File: config.mk
export PLATFORM = sky130hd
export DESIGN_NAME = rst_sequencer
export DESIGN_NICKNAME = d
export VERILOG_FILES = /design/src/hdl/rst_pkg.sv /design/src/hdl/rst_sequencer.sv
export SDC_FILE = /design/constraint.sdc
export NUM_CORES = 1
export LEC_CHECK = 0
export BUFFER_PORTS_ARGS = -buffer_cell sky130_fd_sc_hd__buf_2
export CAP_MARGIN = 20
export CORE_UTILIZATION = 50
export CTS_CLUSTER_DIAMETER = 80
export DETAILED_ROUTE_END_ITERATION = 8
export PLACE_DENSITY = 0.74
export SLEW_MARGIN = 20
export SYNTH_ARGS = -nofsm -noshare
export SYNTH_HDL_FRONTEND = slang
export SYNTH_SLANG_ARGS = --single-unit
File: constraint.sdc
create_clock -name sys_clk -period 5.22 [get_ports sys_clk]
set_input_delay 0.783 -clock sys_clk [delete_from_list [all_inputs] [get_ports sys_clk]]
set_output_delay 0.783 -clock sys_clk [all_outputs]
set_load 0.01 [all_outputs]
File: src/hdl/rst_pkg.sv
// package for the reset and start-up sequencer: constants, types, register map
// assumes a 20 MHz sys_clk and an apb master in front of the register file
// Functional notes
// - one of four oscillator modes, picked by a two-bit select field
// - crystal modes also accept an external clock on the oscillator input pin
// - seven reset causes: power-on, clear run, clear sleep, watchdog, watchdog wake, brown-out, interrupt wake
// - uninitialised registers get no reset load; they keep contents
// - resettable registers load reset state on every reset cause except wake
// - watchdog wake-up from sleep resumes operation without a reset load
// - timeout and power-down flags are set by cause so software can tell
// - external clear passes a noise filter that ignores short pulses
// - watchdog reset is internal; external clear pin is never driven low
// - supply rise detection raises an internal power-on reset pulse
// - power-up timer delays 72 ms only after power-on or brown-out
// - power-up timer counts ticks of a dedicated internal rc oscillator
// - device stays in reset while the power-up timer counts
// - a configuration bit enables or disables the power-up timer
// - start-up timer counts 1024 oscillator cycles after power-up delay, holding reset
// - start-up count only in crystal modes, on power-on or wake from sleep
// - select field: 11 rc, 10 high-speed, 01 crystal/resonator, 00 low-power
// - power-up timer enable bit is active low
// - flags: 1,1 power-on; 0,1 watchdog; 0,0 watchdog wake; 1,0 clear in sleep
// - brown-out enable forces the power-up timer on
package rst_pkg;
  localparam int PUT_MS = 72;
  localparam int RC_OSC_KHZ = 1000;
  localparam int PUT_TICKS = PUT_MS * RC_OSC_KHZ;
  localparam int SUT_CYCLES = 1024;
  localparam int FILT_TICKS = 4;
  localparam int CNT_W = 24;
  localparam int SUT_W = 11;
  localparam int FILT_W = 8;

  // apb register map
  localparam logic [11:0] ADDR_CFG = 12'h000;
  localparam logic [11:0] ADDR_STATUS = 12'h004;
  // config field positions and reset value
  localparam int CFG_OSC_LO = 0;
  localparam int CFG_PUT_EN_N = 2;
  localparam int CFG_BROWN_EN = 3;
  localparam logic [3:0] CFG_RST = 4'h7;
  // status field positions
  localparam int ST_PDOWN = 0;
  localparam int ST_TMO = 1;
  localparam int ST_CAUSE = 2;
  localparam int ST_INRST = 5;

  // synchronised pin positions
  localparam int PIN_CLR = 0;
  localparam int PIN_RC = 1;
  localparam int PIN_OSC = 2;
  localparam int PIN_WDOG = 3;
  localparam int PIN_BROWN = 4;
  localparam int PIN_SUP = 5;
  localparam int PIN_N = 6;

  typedef enum logic [1:0] {
    OSC_LOW_POWER = 2'h0,
    OSC_CRYSTAL = 2'h1,
    OSC_HIGH_SPEED = 2'h2,
    OSC_RC = 2'h3
  } rst_osc_mode_t;

  typedef enum logic [2:0] {
    CAUSE_POR = 3'h0,
    CAUSE_CLR_RUN = 3'h1,
    CAUSE_CLR_SLEEP = 3'h2,
    CAUSE_WDOG = 3'h3,
    CAUSE_WDOG_WAKE = 3'h4,
    CAUSE_BROWN = 3'h5,
    CAUSE_INT_WAKE = 3'h6
  } rst_cause_t;

  typedef enum logic [2:0] {ST_BOOT, ST_PUT, ST_SUT, ST_HOLD, ST_RUN, ST_SLEEP} rst_state_t;

  typedef struct packed {
    logic psel;
    logic penable;
    logic pwrite;
    logic [11:0] paddr;
    logic [31:0] pwdata;
  } rst_apb_req_t;

  typedef struct packed {
    logic pready;
    logic pslverr;
    logic [31:0] prdata;
  } rst_apb_rsp_t;

  typedef struct packed {
    rst_state_t state;
    rst_cause_t cause;
    logic tmo_n;
    logic pdown_n;
    logic [CNT_W-1:0] cnt;
    logic [SUT_W-1:0] sut;
    logic [FILT_W-1:0] filt;
    logic [3:0] cfg;
    logic [31:0] prdata;
    logic pslverr;
    logic [PIN_N-1:0] s1;
    logic [PIN_N-1:0] s2;
    logic [2:0] prev;
    logic core_rst;
    logic reg_init;
    logic wake;
  } rst_regs_t;
endpackage : rst_pkg

File: src/hdl/rst_sequencer.sv
// reset and start-up sequencer: cause detection, clear filter, power-up and start-up timers
// assumes pins are asynchronous to sys_clk and sleep_req/int_wake come from the core on sys_clk
`timescale 1ns/1ps
`default_nettype none
module rst_sequencer #(
  parameter int PUT_TICKS = rst_pkg::PUT_TICKS,
  parameter int SUT_CYCLES = rst_pkg::SUT_CYCLES,
  parameter int FILT_TICKS = rst_pkg::FILT_TICKS
) (
  // clock and reset
  input wire logic sys_clk,
  input wire logic resetn,
  // apb slave
  input wire rst_pkg::rst_apb_req_t apb_req,
  output rst_pkg::rst_apb_rsp_t apb_rsp,
  // external clear pin, open drain
  input wire logic external_clear_n_i,
  output logic external_clear_n_o,
  output logic external_clear_n_oe_n,
  // oscillator and supply monitors
  input wire logic osc_input_pin,
  input wire logic rc_osc_clk,
  input wire logic supply_rise,
  input wire logic brown_out_reset,
  input wire logic watchdog_timeout,
  // core side
  input wire logic sleep_req,
  input wire logic int_wake,
  output logic core_reset,
  output logic reg_init,
  output logic wake_pulse,
  output logic timeout_flag_n,
  output logic power_down_flag_n
);
  logic [1:0] rst_sync_q;
  logic rst_n_s;
  rst_pkg::rst_regs_t r_q;
  rst_pkg::rst_regs_t r_d;
  logic rc_edge;
  logic osc_edge;
  logic por_ev;
  logic clr_ev;
  logic clr_held;
  logic wdog_ev;
  logic brown_ev;
  logic put_on;
  logic crystal;
  logic setup;
  logic access;
  localparam int CNT_W = rst_pkg::CNT_W;
  localparam int SUT_W = rst_pkg::SUT_W;
  localparam int FILT_W = rst_pkg::FILT_W;

  // reset release through two flops
  always_ff @(posedge sys_clk or negedge resetn)
  begin
    if (!resetn)
    begin
      rst_sync_q <= 2'h0;
    end
    else
    begin
      rst_sync_q <= {rst_sync_q[0], 1'b1};
    end
  end
  assign rst_n_s = rst_sync_q[1];

  function automatic logic is_crystal(input logic [1:0] sel);
    is_crystal = (rst_pkg::rst_osc_mode_t'(sel) != rst_pkg::OSC_RC);
  endfunction : is_crystal

  always_comb
  begin
    r_d = r_q;
    r_d.reg_init = 1'b0;
    r_d.wake = 1'b0;
    // pin synchronisers, external clock or crystal on the oscillator pin alike
    r_d.s1 = {supply_rise, brown_out_reset, watchdog_timeout, osc_input_pin, rc_osc_clk, external_clear_n_i};
    r_d.s2 = r_q.s1;
    r_d.prev = {r_q.s2[rst_pkg::PIN_SUP], r_q.s2[rst_pkg::PIN_OSC], r_q.s2[rst_pkg::PIN_RC]};
    rc_edge = r_q.s2[rst_pkg::PIN_RC] & ~r_q.prev[0];
    osc_edge = r_q.s2[rst_pkg::PIN_OSC] & ~r_q.prev[1];
    por_ev = (r_q.s2[rst_pkg::PIN_SUP] & ~r_q.prev[2]) | (r_q.state == rst_pkg::ST_BOOT);
    brown_ev = r_q.s2[rst_pkg::PIN_BROWN] & r_q.cfg[rst_pkg::CFG_BROWN_EN];
    wdog_ev = r_q.s2[rst_pkg::PIN_WDOG];
    put_on = ~r_q.cfg[rst_pkg::CFG_PUT_EN_N] | r_q.cfg[rst_pkg::CFG_BROWN_EN];
    crystal = is_crystal(r_q.cfg[rst_pkg::CFG_OSC_LO +: 2]);
    // clear filter: low for FILT_TICKS rc ticks before it counts
    clr_ev = 1'b0;
    if (r_q.s2[rst_pkg::PIN_CLR])
    begin
      r_d.filt = '0;
    end
    else if (rc_edge && (r_q.filt != FILT_W'(FILT_TICKS)))
    begin
      r_d.filt = r_q.filt + 1'b1;
      clr_ev = (r_d.filt == FILT_W'(FILT_TICKS));
    end
    clr_held = (r_d.filt == FILT_W'(FILT_TICKS));
    // cause detection, power-on first
    if (por_ev)
    begin
      r_d.cause = rst_pkg::CAUSE_POR;
      {r_d.tmo_n, r_d.pdown_n} = 2'h3;
      r_d.reg_init = 1'b1;
      r_d.cnt = '0;
      r_d.sut = '0;
      r_d.state = put_on ? rst_pkg::ST_PUT : (crystal ? rst_pkg::ST_SUT : rst_pkg::ST_HOLD);
    end
    else if (brown_ev)
    begin
      r_d.cause = rst_pkg::CAUSE_BROWN;
      {r_d.tmo_n, r_d.pdown_n} = 2'h3;
      r_d.reg_init = 1'b1;
      r_d.cnt = '0;
      r_d.state = rst_pkg::ST_PUT;
    end
    else if (clr_ev && (r_q.state == rst_pkg::ST_RUN || r_q.state == rst_pkg::ST_SLEEP))
    begin
      r_d.reg_init = 1'b1;
      r_d.state = rst_pkg::ST_HOLD;
      if (r_q.state == rst_pkg::ST_SLEEP)
      begin
        r_d.cause = rst_pkg::CAUSE_CLR_SLEEP;
        {r_d.tmo_n, r_d.pdown_n} = 2'h2;
      end
      else
      begin
        r_d.cause = rst_pkg::CAUSE_CLR_RUN; // flags unchanged
      end
    end
    else if (wdog_ev && r_q.state == rst_pkg::ST_RUN)
    begin
      r_d.cause = rst_pkg::CAUSE_WDOG;
      {r_d.tmo_n, r_d.pdown_n} = 2'h1;
      r_d.reg_init = 1'b1; // internal only, pin untouched
      r_d.state = rst_pkg::ST_HOLD;
    end
    else if ((wdog_ev || int_wake) && r_q.state == rst_pkg::ST_SLEEP)
    begin
      r_d.cause = wdog_ev ? rst_pkg::CAUSE_WDOG_WAKE : rst_pkg::CAUSE_INT_WAKE;
      {r_d.tmo_n, r_d.pdown_n} = wdog_ev ? 2'h0 : 2'h2;
      r_d.wake = 1'b1; // no reset load on wake
      r_d.sut = '0;
      r_d.state = crystal ? rst_pkg::ST_SUT : rst_pkg::ST_RUN;
    end
    else
    begin
      unique case (r_q.state)
        rst_pkg::ST_BOOT:
        begin
          r_d.state = rst_pkg::ST_BOOT;
        end
        rst_pkg::ST_PUT:
        begin
          if (rc_edge)
          begin
            r_d.cnt = r_q.cnt + 1'b1;
            if (r_q.cnt == CNT_W'(PUT_TICKS - 1))
            begin
              r_d.sut = '0;
              r_d.state = (crystal && r_q.cause == rst_pkg::CAUSE_POR) ? rst_pkg::ST_SUT : rst_pkg::ST_HOLD;
            end
          end
        end
        rst_pkg::ST_SUT:
        begin
          if (osc_edge)
          begin
            r_d.sut = r_q.sut + 1'b1;
            if (r_q.sut == SUT_W'(SUT_CYCLES - 1))
            begin
              r_d.state = (r_q.cause == rst_pkg::CAUSE_POR) ? rst_pkg::ST_HOLD : rst_pkg::ST_RUN;
            end
          end
        end
        rst_pkg::ST_HOLD:
        begin
          if (!clr_held)
          begin
            r_d.state = rst_pkg::ST_RUN;
          end
        end
        rst_pkg::ST_RUN:
        begin
          if (sleep_req)
          begin
            {r_d.tmo_n, r_d.pdown_n} = 2'h2;
            r_d.state = rst_pkg::ST_SLEEP;
          end
        end
        rst_pkg::ST_SLEEP:
        begin
          r_d.state = rst_pkg::ST_SLEEP;
        end
        default:
        begin
          r_d.state = rst_pkg::ST_BOOT;
        end
      endcase
    end
    r_d.core_rst = (r_d.state != rst_pkg::ST_RUN) && (r_d.state != rst_pkg::ST_SLEEP);
    // apb: decode in setup, data out in access
    setup = apb_req.psel & ~apb_req.penable;
    access = apb_req.psel & apb_req.penable;
    if (setup)
    begin
      r_d.prdata = '0;
      r_d.pslverr = 1'b0;
      if (apb_req.paddr == rst_pkg::ADDR_CFG)
      begin
        r_d.prdata[3:0] = r_q.cfg;
      end
      else if (apb_req.paddr == rst_pkg::ADDR_STATUS)
      begin
        r_d.prdata[rst_pkg::ST_PDOWN] = r_q.pdown_n;
        r_d.prdata[rst_pkg::ST_TMO] = r_q.tmo_n;
        r_d.prdata[rst_pkg::ST_CAUSE +: 3] = r_q.cause;
        r_d.prdata[rst_pkg::ST_INRST] = r_q.core_rst;
      end
      else
      begin
        r_d.pslverr = 1'b1;
      end
    end
    if (access && apb_req.pwrite && apb_req.paddr == rst_pkg::ADDR_CFG)
    begin
      r_d.cfg = apb_req.pwdata[3:0];
    end
  end

  always_ff @(posedge sys_clk or negedge rst_n_s)
  begin
    if (!rst_n_s)
    begin
      r_q <= '{state: rst_pkg::ST_BOOT, cause: rst_pkg::CAUSE_POR, tmo_n: 1'b1, pdown_n: 1'b1,
               cfg: rst_pkg::CFG_RST, core_rst: 1'b1, default: '0};
    end
    else
    begin
      r_q <= r_d;
    end
  end

  assign apb_rsp.pready = 1'b1;
  assign apb_rsp.pslverr = r_q.pslverr & apb_req.psel & apb_req.penable;
  assign apb_rsp.prdata = r_q.prdata;
  assign external_clear_n_o = 1'b0;
  assign external_clear_n_oe_n = 1'b1;
  assign core_reset = r_q.core_rst;
  assign reg_init = r_q.reg_init; // registers without reset ignore this
  assign wake_pulse = r_q.wake;
  assign timeout_flag_n = r_q.tmo_n;
  assign power_down_flag_n = r_q.pdown_n;
endmodule : rst_sequencer
`default_nettype wire

## Word level (Yosys, flattened, before mapping)

Index checks and enable logic that the tools add are counted.

| storage, ports and cells | value |
|---|---|
| logic and storage cells | 134 |
| input bits | 57 |
| bits in registers | 82 |
| output and inout port bits | 41 |

| cells by class | value |
|---|---|
| eq/ne operators | 24 |
| bitwise logic cells | 15 |
| add/sub/neg operators | 3 |
| reduce and logical (&&, ||, !) cells | 22 |
| mux-type cells | 53 |

Operators by type and width:

| cell | number |
|---|---|
| 35-bit two-way mux | 3 |
| 24-bit two-way mux | 2 |
| 11-bit two-way mux | 4 |
| 43-bit two-way mux | 1 |
| 32-bit two-way mux | 1 |
| 8-bit two-way mux | 4 |
| 3-bit two-way mux | 10 |
| 24-bit by 1-bit adder with 24-bit output (second input constant) | 1 |
| 24-bit by 17-bit == test with 1-bit output (second input constant) | 1 |
| 11-bit case mux with 2 select lines | 1 |
| 2-bit two-way mux | 9 |
| 8-bit by 3-bit == test with 1-bit output (second input constant) | 2 |
| 4-bit != test (second input constant) | 4 |
| 1-bit two-way mux | 15 |
| 3-bit != test (second input constant) | 5 |
| 3-bit case mux with 5 select lines | 1 |
| 12-bit by 3-bit == test with 1-bit output (second input constant) | 1 |
| 12-bit logical NOT | 1 |
| 6-bit nonzero test | 2 |
| 11-bit by 1-bit adder with 11-bit output (second input constant) | 1 |
| 11-bit by 10-bit == test with 1-bit output (second input constant) | 1 |
| 8-bit by 1-bit adder with 8-bit output (second input constant) | 1 |
| 1-bit bitwise AND | 8 |
| 1-bit logical AND | 8 |
| other kinds (17) | 30 |

## Depth between registers and ports, before layout

Gate-level depths: netlist of the first run.

| depth | value |
|---|---|
| depth in word-level cells | 15 |
| gate-level depth with buffers | 11 |
| gate-level depth less buffers | 9 |

## Worst setup path after synthesis of the first run

Ideal clock, no wire load.

| timing path | value |
|---|---|
| path type | register to register |
| start | reg r_q[56] in the netlist's numbering |
| end | reg r_q[63] in the netlist's numbering |
| period minus slack after synthesis | 2.115 ns |
| setup slack | 3.105 ns |
| path buffers | 1 |
| stages on the path, launching flop included | 9 |
| library setup time | 0.065 ns |
| data arrival time | 2.050 ns |
| data required time | 5.155 ns |
| path through | dfrtp_1 > ha_1 > buf_2 > or3_1 > a21oi_1 > o211ai_4 > and2b_4 > a21oi_4 > mux2_2 |

| between the ends | value |
|---|---|
| cells in the longest elaborated chain, start to end | 7 |
| elaborated cells on any way between the ends | 9 |
| those cells by class | 1 x add/sub; 3 x eq/ne; 2 x mux; 3 x reduce/logical |

Ends and longest elaborated chain:

| element | line | text |
|---|---|---|
| start: declaration | rst_sequencer.sv:37 | `rst_pkg::rst_regs_t r_q;` |
| start signal: assignment | rst_sequencer.sv:236 | `r_q <= '{state: rst_pkg::ST_BOOT, cause: rst_pkg::CAUSE_POR, tmo_n: 1'b1, pdown_n: 1'b1,` |
| start signal: assignment | rst_sequencer.sv:241 | `r_q <= r_d;` |
| 8-bit by 1-bit adder with 8-bit output or 8-bit by 3-bit != test with 1-bit output (tied branches) | rst_sequencer.sv:96, rst_sequencer.sv:94 |  |
| 8-bit by 3-bit == test with 1-bit output or 1-bit logical AND (tied branches) | rst_sequencer.sv:97, rst_sequencer.sv:94 |  |
| 1-bit two-way mux (*) | rst_sequencer.sv:94 | `else if (rc_edge && (r_q.filt != FILT_W'(FILT_TICKS)))` |
| 1-bit two-way mux (*) | rst_sequencer.sv:90 | `if (r_q.s2[rst_pkg::PIN_CLR])` |
| 1-bit logical AND (*) | rst_sequencer.sv:118 | `else if (clr_ev && (r_q.state == rst_pkg::ST_RUN \|\| r_q.state == rst_pkg::ST_SLEEP))` |
| 2-bit != test (no source line) (*) | -- |  |
| 7-bit AND reduction (no source line) (*) | -- |  |

Mark *: on every way between the ends. The rest lies on a longest branch, timed or not.
A chain may end at the register's enable or synchronous reset.

==> metrics.md, run 1 <==
| Metric | Value |
|---|---|
| Largest area contributor in the netlist | `dfrtp_1` |
| Post-synth EDFFs | `0` |
| Crit path max-delay cell type | `a2111oi_1` |
| Multi-input gate area | `0.00213 sq mm` |
| Synth Warn # | `0` |
| CP bufs+invs | `1` |
| Crit share post-route | `49.4%` |
| CP endpoint kind | `flop` |
| MaxCap Viol Count | `0` |
| Slew HR | `31.3%` |
| Die Height | `96.4 microns` |
| Syn avg cell area | `9.86 sq um` |
| Setup Crit Path Kind | `reg2reg` |
| Clock sink count | `82` |
| Worst EP arrival | `2.82 ns` |
| Dpl ws | `2.65 ns` |
| Worst Tran Pin Value | `1.02 ns` |
| Clk pin slew, worst setup/hold paths | `0.08 ns` |
| Clk pwr share | `31.3%` |
| Ys async rst share | `100%` |
| Post-CTS Hold Fix Bufs | `0` |
| CTS resizes | `0` |
| Pwr Total | `0.00158 W` |
| P_sw | `0.000503 W` |
| Met3 Track Usage GR | `4.69%` |
| Max VDD drop | `0.184 mV` |
| Synth area leaders | `dfrtp_1, buf_4, xor2_1, nor2_1, dfstp_2` |
| DRC viols | `0` |
| GR met2 Demand/Resource | `31.1%` |
| Num CTS Buffers | `9` |
| I/O Buffers | `40` |
| Status | `finished, final reports clean` |
| Initial drt markers | `115` |
| Final Max Tran Viols | `0` |
| Via count | `3,354` |
| Yosys reg bits | `82` |
| RD Place Congestion | `0.842` |
| Busiest grt layer | `met2` |
| Final wirelength | `8.72 mm` |
| Critical Path RT | `5.46 ns` |
| Setup TNS | `0 ns` |
| Clk Latency, worst-skew pair | `0.35 ns` |
| Boundary Pins | `98` |
| Post-CTS Setup Bufs | `0` |
| Gate power share | `21.6%` |
| Fraction of layout instances using a drive strength above 1 | `18.3%` |
| Max clock buf depth | `2` |
| # setup viols final | `0` |
| Initial Utilization | `51.3%` |
| Commonest non-fill, non-tap cell in the layout | `dfrtp_1` |
| Worst-path maximum fanout | `10` |
| RR Startpoint | `r_q[55]` |
| First-pass GRT wire length | `13.7 mm` |
| LEAKAGE | `2.17 nW` |
| Area share of the leading cell type in the synthesized netlist | `42.7%` |
| HPWL after DPL | `6.09 mm` |
| Gr usage total | `19.2%` |
| Crit start category | `flop` |
| P_int | `0.00107 W` |
| Die Area | `0.00929 sq mm` |
| CTS H-tree lvls | `3` |
| Final core utilization | `55.2%` |
| Initial antenna violation count | `0` |
| Grt total ovfl | `0` |
| Core Footprint | `0.00868 sq mm` |
| WHS | `0.212 ns` |
| Mapped Area | `0.00446 sq mm` |
| Die W | `96.4 microns` |
| Crit path cell chain | `inv_1, ha_1, nand4bb_1, o31a_1, nand3b_1, a2111oi_1, a21oi_2, a31o_2` |
| CTS Root Cell | `clkbuf_8` |
| Pre-antenna DRT Iters | `4` |
| Reg power frac | `47.1%` |
| Row Count | `34` |
| Most used DFF post-synth | `dfrtp_1` |
| Final min period | `2.58 ns` |
| Final WS setup | `2.64 ns` |
| Largest net degree at the start of global routing | `81` |
| Switch share | `31.9%` |
| Fin Clk Skew | `0.00966 ns` |
| GR Layer Usage met1 | `24.9%` |
| Post-route ant nets | `0` |
| Critical Path Start | `r_q[55]` |
| Mapped Cells | `452` |
| CTS tree | `done` |
| Sequential-to-total area share from yosys stat | `46.2%` |
| Class of the worst hold path | `in2async` |
| Fill cells | `777` |
| Crit-path leading delay family | `compound AO/OA/AOI/OAI gates` |
| Synthesis-to-layout area growth | `7.55%` |
| Post-layout nets | `544` |
| Max incr delay on CP | `0.58 ns` |
| N_diodes | `0` |
| Final Hold Viols | `0` |
| Cell variety after synth | `66` |
| Fmax achieved | `0.388 GHz` |
| Register area | `0.00206 sq mm` |
| PwrDens | `329 mW/mm^2` |
| Vias in the first global route | `3,030` |
| Via density | `5.64` |
| Most frequent cells in the layout | `dfrtp_1, nor2_1, buf_2` |
| WL per Instance | `14.7 microns` |
| RSZ-0062 raised after global routing | `no` |
-- final cells by class --
cell class	count	share of cell area, %
clock buffers	12	2.82
clock inverters	4	1.59
inverters	6	0.470
multi-input cells	341	44.5
flip-flops and latches	82	43.1
well taps	108	2.82
repair buffers	42	4.75
-- flip-flops by register name, indices dropped and copies added (netlist names) --
name	count
r_d	9
core_reset	1
wake_pulse	1
apb_rsp	6
reg_init	1
rst_sync_q	2
timeout_flag_n	1
power_down_flag_n	1
r_q	60
-- Yosys cell counts, drive strengths merged, types with 3 or more instances --
| cell | instances |
|---|---|
| dfstp | 6 |
| a21oi | 14 |
| nand2b | 6 |
| o21ai | 16 |
| nand3 | 24 |
| clkbuf | 8 |
| nand2 | 34 |
| mux2 | 7 |
| nor2b | 10 |
| dfrtp | 76 |
| mux2i | 5 |
| nand4 | 8 |
| o22ai | 4 |
| inv | 6 |
| a221o | 8 |
| o31ai | 6 |
| buf | 43 |
| a211oi | 4 |
| xor2 | 22 |
| or2 | 5 |
| ha | 5 |
| a31oi | 4 |
| nor3 | 8 |
| nor4 | 9 |
| or3 | 6 |
| a2111oi | 3 |
| xnor2 | 6 |
| nor2 | 48 |
| nand4b | 3 |
| and3 | 14 |
| and2 | 4 |
-- metal layers --
layer	up-vias	wire [microns]
li1	1606	-
met1	1624	3840
met2	116	4230
met3	8	563
met4	0	84
met5	-	0
-- power groups by stage --
stage               registers [W]  logic (W)  clock network, W
CTS                      0.000750   0.000329          0.000509
finish                   0.000743   0.000340          0.000494
global placement         0.000760   0.000317                 0
global route             0.000753   0.000378          0.000538
floorplan                0.000731   0.000283                 0
detailed placement       0.000762   0.000328                 0
-- worst register-to-register path, stage by stage, from the launching register on --
cell       delay [ns]
dfrtp_1          0.54
inv_1            0.11
ha_1             0.22
nand4bb_1        0.12
o31a_1           0.37
nand3b_1         0.16
a2111oi_1        0.58
a21oi_2          0.15
a31o_2           0.22
-- worst paths after layout --
kind                            endpoint  cells after the start  slack [ns]
setup / recovery                r_q[105]                      8        2.64
hold / removal             rst_sync_q[0]                      1        0.21
setup reg to reg                r_q[105]                      8        2.64
hold reg to reg                   r_d[9]                      0        0.28
max in group asynchronous     core_reset                      1        4.29
min in group sys_clk              r_q[6]                      0        0.34
-- kinds of logic (layout without fill, tap and decap cells) --
family / count (synthesis) / count (layout) / share of synthesized area, %
AO/OA/AOI/OAI: 70 / 70 / 11.7
XOR/XNOR: 28 / 28 / 5.50
adder cells (fa/ha/maj): 5 / 5 / 1.40
buffers and inverters: 57 / 64 / 8.28
flip-flops: 82 / 82 / 46.2
multiplexers: 12 / 12 / 2.89
other: 2 / 30 / 0.169
AND/OR/NAND/NOR: 196 / 196 / 23.9
-- stage by stage --
stage          instance area, sq um  std cells
3_5_place_dp                   4560        578
3_3_place_gp                   4560        578
6_report                       4790        595
5_1_grt                        4790        595
4_1_cts                        4770        594
2_1_floorplan                  4560        480
No activity file was read; power rests on OpenSTA's default activity.
==> run 2, diff against run 1 <==
==> constraint.sdc (replaced) <==
create_clock -name sys_clk -period 2.5 [get_ports sys_clk]
set_input_delay 0.375 -clock sys_clk [delete_from_list [all_inputs] [get_ports sys_clk]]
set_output_delay 0.375 -clock sys_clk [all_outputs]
set_load 0.01 [all_outputs]
==> run 2 against run 1 <==
  * Register-to-register slack got worse by 2.5 ns
  * Final cell count rose by 1.3%
  * Sequential power rose by 100%
  * Clock-buffer cell count fell by 2
  * Global-route usage fell by 0.18 points
  * Routed wire length fell by 2.4%
  * Die area did not move
  * Non-clock buffer count rose by 8
  * Total power rose by 120%
==> metrics.md, run 2 (same netlist as run 1, synthesis figures left out) <==
| Metric | Value |
|---|---|
| Clk Latency, worst-skew pair | `0.36 ns (was 0.35 ns)` |
| First-pass GRT wire length | `13.6 mm (was 13.7 mm)` |
| Final core utilization | `56.2% (was 55.2%)` |
| WL per Instance | `14.1 microns (was 14.7 microns)` |
| Status | `finished, final reports clean (unchanged)` |
| Clk pin slew, worst setup/hold paths | `0.08 ns (about the same)` |
| R2R depth | `6 (was 8)` |
| Fraction of layout instances using a drive strength above 1 | `20.0% (was 18.3%)` |
| Post-CTS Setup Bufs | `0 (unchanged)` |
| # setup viols final | `0 (unchanged)` |
| Final min period | `2.33 ns (was 2.58 ns)` |
| Die W | `96.4 microns (unchanged)` |
| Grt total ovfl | `0 (unchanged)` |
| CTS Root Cell | `clkbuf_8 (unchanged)` |
| N_diodes | `0 (unchanged)` |
| Initial antenna violation count | `0 (unchanged)` |
| RSZ-0062 raised after global routing | `no (unchanged)` |
| RD Place Congestion | `0.915 (was 0.842)` |
| Slew HR | `54.4% (was 31.3%)` |
| CTS tree | `done (unchanged)` |
| DRC viols | `0 (unchanged)` |
| Initial Utilization | `51.3% (unchanged)` |
| Fmax achieved | `0.430 GHz (was 0.388 GHz)` |
| Clock sink count | `82 (unchanged)` |
| MaxCap Viol Count | `0 (unchanged)` |
| Initial drt markers | `145 (was 115)` |
| Via count | `3,379 (was 3,354)` |
| Row Count | `34 (unchanged)` |
| Worst-path maximum fanout | `10 (unchanged)` |
| Max clock buf depth | `2 (unchanged)` |
| Synthesis-to-layout area growth | `9.55% (was 7.55%)` |
| Critical Path RT | `2.74 ns (was 5.46 ns)` |
| Commonest non-fill, non-tap cell in the layout | `dfrtp_1 (unchanged)` |
| Final wirelength | `8.52 mm (was 8.72 mm)` |
| Pre-antenna DRT Iters | `7 (was 4)` |
| Final Hold Viols | `0 (unchanged)` |
| Most frequent cells in the layout | `dfrtp_1, nor2_1, buf_2 (unchanged)` |
| CTS H-tree lvls | `3 (unchanged)` |
| Post-layout nets | `552 (was 544)` |
| Crit share post-route | `93.1% (was 49.4%)` |
| Setup Crit Path Kind | `reg2reg (unchanged)` |
| Die Height | `96.4 microns (unchanged)` |
| Via density | `5.60 (was 5.64)` |
| Vias in the first global route | `2,988 (was 3,030)` |
| Post-route ant nets | `0 (unchanged)` |
| Fin Clk Skew | `0.00868 ns (was 0.00966 ns)` |
| Class of the worst hold path | `in2reg (was in2async)` |
| Gr usage total | `19.1% (was 19.2%)` |
| Final Max Tran Viols | `0 (unchanged)` |
| Boundary Pins | `98 (unchanged)` |
| HPWL after DPL | `6.21 mm (was 6.09 mm)` |
| CP endpoint kind | `flop (unchanged)` |
| Die Area | `0.00929 sq mm (unchanged)` |
| Max VDD drop | `0.331 mV (was 0.184 mV)` |
| Largest net degree at the start of global routing | `43 (was 81)` |
| I/O Buffers | `40 (unchanged)` |
| Setup TNS | `0 ns (unchanged)` |
| Worst Tran Pin Value | `0.682 ns (was 1.02 ns)` |
| Core Footprint | `0.00868 sq mm (unchanged)` |
| PwrDens | `703 mW/mm^2 (was 329 mW/mm^2)` |
| Hold path cells | `1` |
| Num CTS Buffers | `9 (unchanged)` |
| Max FFs per register | `60 (unchanged)` |
| LEAKAGE | `2.23 nW (was 2.17 nW)` |
| Crit start category | `flop (unchanged)` |
| Biggest register | `r_q (unchanged)` |
| Pwr Total | `0.00343 W (was 0.00158 W)` |
| Worst EP arrival | `2.56 ns (was 2.82 ns)` |
-- run 2: path summary, 6_finish.rpt --
path,startpoint,end,slack (ns)
min in group asynchronous,rst_sync_q[1],r_q[91],0.33
hold reg to reg,rst_sync_q[1],r_q[91],0.33
setup / recovery,r_q[91],r_q[72],0.17
max in group asynchronous,rst_sync_q[1],core_reset,1.52
setup reg to reg,r_q[91],r_q[72],0.17
hold / removal,brown_out_reset,r_d[10],0.12
-- run 2: what timing repair did --
item,CTS,global route
hold buffers,1,0
gates resized for setup,0,1
endpoints found under the hold margin,2,0
endpoints found under the setup margin,0,3
-- run 2: worst max-delay path: stages, from the launching register on --
cell	delay (ns)
dfrtp_1	0.44
nor4b_1	0.41
nand4_1	0.25
nor4_1	0.39
o31a_2	0.25
a21oi_4	0.11
a221o_1	0.36
-- run 2: final cells by class --
| type | count | area, sq um |
|---|---|---|
| Tap cell | 108 | 135 |
| Multi-Input combinational cell | 341 | 2140 |
| Inverter | 6 | 22.5 |
| Clock buffer | 10 | 128 |
| Clock inverter | 6 | 105 |
| Sequential cell | 82 | 2060 |
| Timing Repair Buffer | 50 | 290 |
| Fill cell | 751 | 3800 |
-- run 2: stage by stage --
step	instance area [sq um]	instances	setup slack, ns	hold WS [ns]
6_report	4880	603	0.173	0.123
3_5_place_dp	4630	586	0.182	0.165
2_1_floorplan	4560	480	0.0576	0.0794
3_3_place_gp	4630	586	0.207	0.161
4_1_cts	4880	603	0.165	0.117
5_1_grt	4880	603	0.0234	0.104
-- run 2: routing by layer --
layer	up-vias	GRT usage [%]	wire length (microns)
li1	1621	-	-
met1	1645	25.1	3870
met2	103	31.2	4050
met3	10	4.77	493
met4	0	5.51	99
met5	-	0	0
-- run 2: where the power goes --
group / internal (W) / switching [W] / total [W] / leakage (nW)
Combinational: 0.000290 / 0.000495 / 0.000786 / 1.04
Clock: 0.000659 / 0.000468 / 0.00113 / 0.120
Sequential: 0.00142 / 0.0000975 / 0.00152 / 1.07
